===== src/common/eid_pkg.sv =====
// eid_pkg: constants and types for the external interrupt detector
// assumes: included before the core files, one clock domain
package eid_pkg;

    // ==========================================================
    // sizes
    localparam int NUM_INPUTS  = 10;
    localparam int MODE_W      = 3;
    localparam int SLOT_W      = 4;
    localparam int CFG_W       = 16;
    localparam int CFG_REGS    = 3;

    // ==========================================================
    // slot layout inside a configuration word
    localparam int MODE_LSB    = 0;
    localparam int ENABLE_BIT  = 3;

    // ==========================================================
    // reset values
    localparam logic [CFG_W-1:0] CFG_RESET = 16'h0000;

    // ==========================================================
    // mode codes; 5..7 alias falling, either and high
    typedef enum logic [MODE_W-1:0] {
        EID_RISE      = 3'h0,
        EID_FALL      = 3'h1,
        EID_EITHER    = 3'h2,
        EID_HIGH      = 3'h3,
        EID_LOW       = 3'h4,
        EID_FALL_ALT  = 3'h5,
        EID_EITHER_ALT = 3'h6,
        EID_HIGH_ALT  = 3'h7
    } eid_mode_t;

endpackage : eid_pkg


===== src/core/eid_detector.sv =====
// eid_detector: ten-input external interrupt detection unit
// assumes: plain config ports from an always-on register block, MCLK 125 MHz
// Operation
// - ten inputs are provided, each with its own detector and configuration.
// - a 3-bit mode selects rising, falling, either edge, high or low level.
// - codes 5, 6 and 7 behave as falling, either edge and high level.
// - rising mode sends one request pulse per low-to-high transition.
// - falling mode sends one request pulse per high-to-low transition.
// - either-edge mode sends one pulse per transition of either direction.
// - high-level mode holds the request while the input stays high.
// - low-level mode holds the request while the input stays low.
// - the unit is always on and a configured request raises wake-up.
// - an input is seen only while its pin input path is enabled.
// - a disabled input never requests, whatever its mode.
// - each input owns a 4-bit slot, mode low three bits, enable on top.
// - a one on EXT_IRQ_FLAG_CLEAR clears the flag, but a request in the same cycle wins.
// - after reset all inputs are disabled with mode zero.
`timescale 1ns/1ns
module eid_detector
    import eid_pkg::*;
#(
    parameter int N = NUM_INPUTS
)(
    input  wire logic                 MCLK,
    input  wire logic                 RESET,
    input  wire logic                 CE,
    input  wire logic [N-1:0]         EXT_IRQ_PIN,
    input  wire logic [N-1:0]         PIN_INPUT_PATH_ENABLE,
    input  wire logic                 CFG_WR,
    input  wire logic [1:0]           CFG_SEL,
    input  wire logic [CFG_W-1:0]     CFG_WDATA,
    input  wire logic [N-1:0]         EXT_IRQ_FLAG_CLEAR,
    output logic [CFG_W-1:0]          EXT_IRQ_CONFIG_LOW,
    output logic [CFG_W-1:0]          EXT_IRQ_CONFIG_MID,
    output logic [CFG_W-1:0]          EXT_IRQ_CONFIG_HIGH,
    output logic [N-1:0]              IRQ_REQ,
    output logic [N-1:0]              IRQ_FLAG,
    output logic                      WAKE
);
    import eid_pkg::*;

    initial begin
        if (N < 1 || N > CFG_REGS * (CFG_W / SLOT_W)) begin
            $error("eid_detector: N out of range");
        end
    end

    // ==========================================================
    // configuration registers, flat slots of SLOT_W bits
    localparam int TOT = CFG_REGS * CFG_W;
    logic [TOT-1:0] cfg_q;
    logic [TOT-1:0] cfg_d;
    logic [TOT-1:0] wmask;
    logic [N-1:0]   flag_q;
    logic [N-1:0]   req_w;
    logic [N-1:0]   det_w;

    // unimplemented slots are held at zero so they read back as reserved
    logic [TOT-1:0] live_mask;
    always_comb begin
        live_mask = '0;
        for (int i = 0; i < N; i++) begin
            live_mask[i*SLOT_W +: SLOT_W] = {SLOT_W{1'b1}};
        end
        wmask = '0;
        wmask[CFG_SEL*CFG_W +: CFG_W] = {CFG_W{1'b1}};
        cfg_d = (cfg_q & ~wmask) | ({CFG_REGS{CFG_WDATA}} & wmask);
    end

    always_ff @(posedge MCLK) begin
        if (RESET) begin
            cfg_q <= {CFG_REGS{CFG_RESET}};
        end else if (CE && CFG_WR && CFG_SEL < 2'(CFG_REGS)) begin
            cfg_q <= cfg_d & live_mask;
        end
    end

    assign EXT_IRQ_CONFIG_LOW  = cfg_q[0*CFG_W +: CFG_W];
    assign EXT_IRQ_CONFIG_MID  = cfg_q[1*CFG_W +: CFG_W];
    assign EXT_IRQ_CONFIG_HIGH = cfg_q[2*CFG_W +: CFG_W];

    // ==========================================================
    // per-input detectors
    for (genvar g = 0; g < N; g++) begin : g_ch
        eid_channel u_ch (
            .clk     (MCLK),
            .rst     (RESET),
            .ce      (CE),
            .pin     (EXT_IRQ_PIN[g]),
            .path_en (PIN_INPUT_PATH_ENABLE[g]),
            .enable  (cfg_q[g*SLOT_W + ENABLE_BIT]),
            .mode    (cfg_q[g*SLOT_W + MODE_LSB +: MODE_W]),
            .req     (req_w[g]),
            .flag    (det_w[g])
        );
    end

    // ==========================================================
    // internal flags: set wins over the strobe clear
    always_ff @(posedge MCLK) begin
        if (RESET) begin
            flag_q <= '0;
        end else if (CE) begin
            flag_q <= req_w | (flag_q & ~EXT_IRQ_FLAG_CLEAR);
        end
    end

    assign IRQ_REQ  = req_w;
    assign IRQ_FLAG = flag_q;
    assign WAKE     = |req_w;

    // ==========================================================
    // checks
    a_disabled_quiet: assert property (@(posedge MCLK) disable iff (RESET)
        (!cfg_q[ENABLE_BIT] && $past(!cfg_q[ENABLE_BIT])) |-> !req_w[0])
        else $error("disabled input requested");
    a_path_gate: assert property (@(posedge MCLK) disable iff (RESET)
        ($past(!PIN_INPUT_PATH_ENABLE[0]) && !PIN_INPUT_PATH_ENABLE[0]
         && cfg_q[2:0] != 3'h4) |-> !req_w[0])
        else $error("request with input path off");
    a_edge_single: assert property (@(posedge MCLK) disable iff (RESET)
        (CE && $past(CE) && cfg_q[2:0] == 3'h0 && req_w[0]) |=> !req_w[0])
        else $error("edge request longer than one cycle");
    a_flag_set_wins: assert property (@(posedge MCLK) disable iff (RESET)
        (CE && req_w[0]) |=> flag_q[0])
        else $error("flag lost a request");
    a_flag_clears: assert property (@(posedge MCLK) disable iff (RESET)
        (CE && EXT_IRQ_FLAG_CLEAR[0] && !req_w[0]) |=> !flag_q[0])
        else $error("flag not cleared");
    a_wake_follows: assert property (@(posedge MCLK) disable iff (RESET)
        WAKE == (req_w != '0))
        else $error("wake disagrees with requests");
    a_high_level: assert property (@(posedge MCLK) disable iff (RESET)
        (CE && $past(CE) && cfg_q[3:0] == 4'hb && PIN_INPUT_PATH_ENABLE[0]
         && $past(PIN_INPUT_PATH_ENABLE[0])
         && $past(cfg_q[3:0]) == 4'hb
         && g_ch[0].u_ch.sync2_q) |=> req_w[0])
        else $error("high level not requested");
    a_reset_cfg: assert property (@(posedge MCLK)
        $past(RESET) |-> cfg_q == '0)
        else $error("config not cleared by reset");

endmodule : eid_detector


===== src/core/eid_channel.sv =====
// eid_channel: detector for one external interrupt input
// assumes: the pin is asynchronous to MCLK; config comes from MCLK logic
`timescale 1ns/1ns
module eid_channel
    import eid_pkg::*;
(
    input  wire logic              clk,
    input  wire logic              rst,
    input  wire logic              ce,
    input  wire logic              pin,
    input  wire logic              path_en,
    input  wire logic              enable,
    input  wire logic [MODE_W-1:0] mode,
    output logic                   req,
    output logic                   flag
);
    // ==========================================================
    // synchroniser and edge history
    logic sync1_q;
    logic sync2_q;
    logic prev_q;
    logic req_q;
    logic req_d;
    logic flag_q;
    logic clear_unused;

    // the disconnected path reads low, as the pad gate would
    always_ff @(posedge clk) begin
        if (rst) begin
            sync1_q <= 1'b0;
            sync2_q <= 1'b0;
            prev_q  <= 1'b0;
        end else if (ce) begin
            sync1_q <= pin;
            sync2_q <= sync1_q;
            // history follows the raw line, so opening or closing the
            // input path is never mistaken for an edge
            prev_q  <= sync2_q;
        end
    end

    // ==========================================================
    // detection
    wire logic level = sync2_q & path_en;
    wire logic rise  = path_en & sync2_q & ~prev_q;
    wire logic fall  = path_en & ~sync2_q & prev_q;
    wire logic live  = enable & path_en;

    always_comb begin
        unique case (mode)
            EID_RISE:                   req_d = rise;
            EID_FALL, EID_FALL_ALT:     req_d = fall;
            EID_EITHER, EID_EITHER_ALT: req_d = rise | fall;
            EID_HIGH, EID_HIGH_ALT:     req_d = level;
            EID_LOW:                    req_d = path_en & ~level;
        endcase
        req_d = req_d & live;
    end

    always_ff @(posedge clk) begin
        if (rst) begin
            req_q <= 1'b0;
        end else if (ce) begin
            req_q <= req_d;
        end
    end

    assign req          = req_q;
    assign clear_unused = 1'b0;
    assign flag         = flag_q;

    // flag sets from req_d and never clears here: clear_unused is tied low, the parent keeps its own flags
    always_ff @(posedge clk) begin
        if (rst) begin
            flag_q <= 1'b0;
        end else if (ce) begin
            flag_q <= req_d | (flag_q & ~clear_unused);
        end
    end

endmodule : eid_channel


===== config.mk =====
export PLATFORM = sky130hd
export DESIGN_NAME = eid_detector
export DESIGN_NICKNAME = d
export VERILOG_FILES = /design/src/common/eid_pkg.sv /design/src/core/eid_detector.sv /design/src/core/eid_channel.sv
export SDC_FILE = /design/constraint.sdc
export NUM_CORES = 1
export LEC_CHECK = 0
export BUFFER_PORTS_ARGS = -buffer_cell sky130_fd_sc_hd__buf_2
export CORE_MARGIN = 4
export CORE_UTILIZATION = 50
export CTS_CLUSTER_DIAMETER = 50
export DETAILED_ROUTE_END_ITERATION = 10
export PLACE_DENSITY = 0.79
export SYNTH_ARGS = -nofsm -noshare
export SYNTH_HDL_FRONTEND = slang
export SYNTH_SLANG_ARGS = --single-unit

===== constraint.sdc =====
create_clock -name MCLK -period 1.7 [get_ports MCLK]
set_input_delay 0.17 -clock MCLK [delete_from_list [all_inputs] [get_ports MCLK]]
set_output_delay 0.17 -clock MCLK [all_outputs]
set_load 0.005 [all_outputs]

==> impl_metrics.json <==
{
  "portBuffers": 112,
  "clockBufferDepth": 2,
  "layout_setup_ws_ns": 0.114,
  "crit_path_start": "g_ch[3].u_ch.req",
  "ys_ff_latch": 90,
  "drt_iter0_drc": 134,
  "tns_ns": 0,
  "syn_inst": 494,
  "setup_violations": 0,
  "htreeDepth": 3,
  "vdd_ir_drop_max_v": 0.000434,
  "cts-root-buf": "clkbuf_8",
  "yosysWarningCount": 0,
  "p_leak_nw": 2.09,
  "utilization_pct": 61.0,
  "rsz0062_at_grt": "false",
  "die_w_um": 99.2,
  "hold_path_class": "input port to register",
  "grt_max_degree": 86,
  "diodes": 0,
  "viasPerCell": 5.25,
  "endpoint": "WAKE",
  "reg2reg_to": "g_ch[0].u_ch.req",
  "design.portCount": 121,
  "die-height_um": 99.2,
  "power_density_mw_per_mm2": 811,
  "gp_congestion": 0.921,
  "dr_wl_met3_um": 999,
  "p_int_w": 0.00286,
  "end_kind": "output pin",
  "tightestPinTransition_ns": 0.855,
  "grt_pass1_vias": 3350,
  "r2r_setup_slack_ns": 0.23,
  "cp_max_fo": 4,
  "cts.hold.buffers_added": 0,
  "routed.top_layer": "met5",
  "antenna_found_initial": 1,
  "core_area_mm2": 0.00789,
  "seqCellArea_mm2": 0.00180,
  "ys_seq_area_share_pct": 43.4,
  "postCtsSetupBuffers": 0,
  "cp.required_ns": 1.53,
  "start_util_pct": 52.7,
  "criticalPathCategory": "register to output pin",
  "ff2ff_path_depth": 6,
  "drv_cap": 0,
  "die-area_mm2": 0.00983,
  "fin_crit_ns": 1.59,
  "drc": 0,
  "wl_met2_mm": 4.84,
  "synthArstFlopShare_pct": 0,
  "wl_per_cell_um": 15.2,
  "overflow": 0,
  "synth.cell_area_mm2": 0.00416,
  "grt_first_pass_wirelength_mm": 16.1,
  "routed_wl_mm": 10.5,
  "switchingPower_w": 0.00104,
  "row_count": 32,
  "layout-drive-gt1-share_pct": 23.7,
  "first_pass_iters": 4,
  "crit_path_start_kind": "register",
  "p_sw_share_pct": 26.8,
  "layout_commonest_cell": "buf_2",
  "cts_tree": "built",
  "fmax_ghz": 0.630,
  "hpwlAfterDp_mm": 7.92,
  "p_seq_share_pct": 56.2,
  "syn2layout_area_growth_pct": 15.8,
  "antenna_left": 0,
  "critPathArrivalTime_ns": 1.42,
  "track_usage_pct": 20.4,
  "cts_resized": 0,
  "numPlacedInstances": 672,
  "multi_input_area_mm2": 0.00198,
  "slew_headroom_pct": 43.0,
  "instances_no_fill": 688,
  "syn_area_per_cell_um2": 8.41,
  "hold_viol_final": 0,
  "numCtsBuffers": 9,
  "synth_cell_types": 30,
  "nNetsFinal": 653,
  "power_frac_clock_pct": 35.0,
  "fin_crit_sh_pct": 93.3,
  "pwr-share-comb_pct": 8.8,
  "fill_cells": 684,
  "clock_sinks": 90,
  "ys_dominant_reg_cell": "dfxtp_1",
  "layout_common_cells": "buf_2 (112), dfxtp_1 (90), nand2_1 (90)",
  "drt-met1-wl_mm": 4.45,
  "status": "finished clean",
  "insertion_delay_ns": 0.36,
  "fin_skew_ns": 0.00737,
  "finalMaxSlewViolations": 0,
  "vias": 3613,
  "synth_edf_count": 0,
  "place_ws_ns": 0.208,
  "cts.reportedPaths.clkPinSlew_ns": 0.10
}
final cells by class:
| type | count | share of cell area (%) |
|---|---|---|
| clock inverter | 7 | 1.27 |
| tap | 102 | 2.65 |
| sequential | 90 | 37.4 |
| clock buffer | 9 | 2.57 |
| multi-input combinational | 336 | 41.1 |
| inverter | 25 | 1.95 |
| timing repair buffer | 119 | 13.0 |
cell usage after synthesis (2+ instances only):
library cell | n | area share, %
dfxtp_1 | 90 | 43
nand2_1 | 90 | 8.1
a21oi_1 | 60 | 7.2
nor2_1 | 47 | 4.2
mux2i_1 | 30 | 7.2
buf_4 | 28 | 5.1
inv_1 | 25 | 2.3
ha_1 | 20 | 6.0
buf_2 | 11 | 1.3
clkbuf_1 | 11 | 0.99
nand3_1 | 11 | 1.3
a22oi_1 | 10 | 1.8
o21ai_0 | 10 | 1.2
a22o_1 | 5 | 1.1
a31oi_1 | 5 | 0.75
maj3_1 | 5 | 1.2
nand2b_1 | 5 | 0.75
nor2b_1 | 5 | 0.75
o211ai_1 | 5 | 0.90
o221ai_1 | 5 | 1.1
xnor2_1 | 5 | 1.1
nand4b_1 | 2 | 0.42
nor4_1 | 2 | 0.30
worst max-delay path, cell delays in order (launching register included):
cell and delay (ns):
dfxtp_1 0.36, nor4_1 0.44, nand3_1 0.12, buf_2 0.15
power groups by stage:
| stage | Combinational, W | Sequential [W] | Clock, W |
|---|---|---|---|
| 2_1_floorplan | 0.000218 | 0.00223 | 0 |
| 3_3_place_gp | 0.000329 | 0.00224 | 0 |
| 3_5_place_dp | 0.000341 | 0.00224 | 0 |
| 4_1_cts | 0.000343 | 0.00220 | 0.00140 |
| 5_1_grt | 0.000380 | 0.00220 | 0.00148 |
| 6_report | 0.000343 | 0.00220 | 0.00136 |
cell families (layout without fill, tap and decap cells):
group	after synthesis	in the layout	synth area share, %
AOI/OAI and AO/OA	100	100	14.0
xor gates and xnor gates	5	5	1.05
adders and majority gates	25	25	7.23
buffers and inverters	75	160	9.64
DFF	90	90	43.4
muxes	30	30	7.23
other	1	8	0.0902
and+or+nand+nor	168	168	17.4
how the worst min path moves through the flow:
| stage | start | end | cells past startpoint |
|---|---|---|---|
| floorplan | CFG_WDATA[15] | register | 2 |
| global placement | EXT_IRQ_PIN[2] | g_ch[2].u_ch.sync1_q | 3 |
| detailed placement | EXT_IRQ_PIN[2] | g_ch[2].u_ch.sync1_q | 3 |
| CTS | EXT_IRQ_PIN[5] | g_ch[5].u_ch.sync1_q | 3 |
| global route | EXT_IRQ_PIN[2] | g_ch[2].u_ch.sync1_q | 3 |
| finish | EXT_IRQ_PIN[8] | g_ch[8].u_ch.sync1_q | 3 |
routing by layer:
metal	GRT usage, %	up-vias
met3	4.77	21
li1	-	1793
met1	26.8	1654
met5	0	-
met2	32.6	143
met4	7.77	2
stage by stage:
step	hold WS (ns)	power [W]	instance area (um2)
2_1_floorplan	0.306	0.00245	4180
3_3_place_gp	0.409	0.00257	4630
3_5_place_dp	0.420	0.00259	4630
4_1_cts	0.0367	0.00394	4810
5_1_grt	0.0521	0.00406	4810
6_report	0.0444	0.00390	4810
Power figures use the tool's default switching activity.
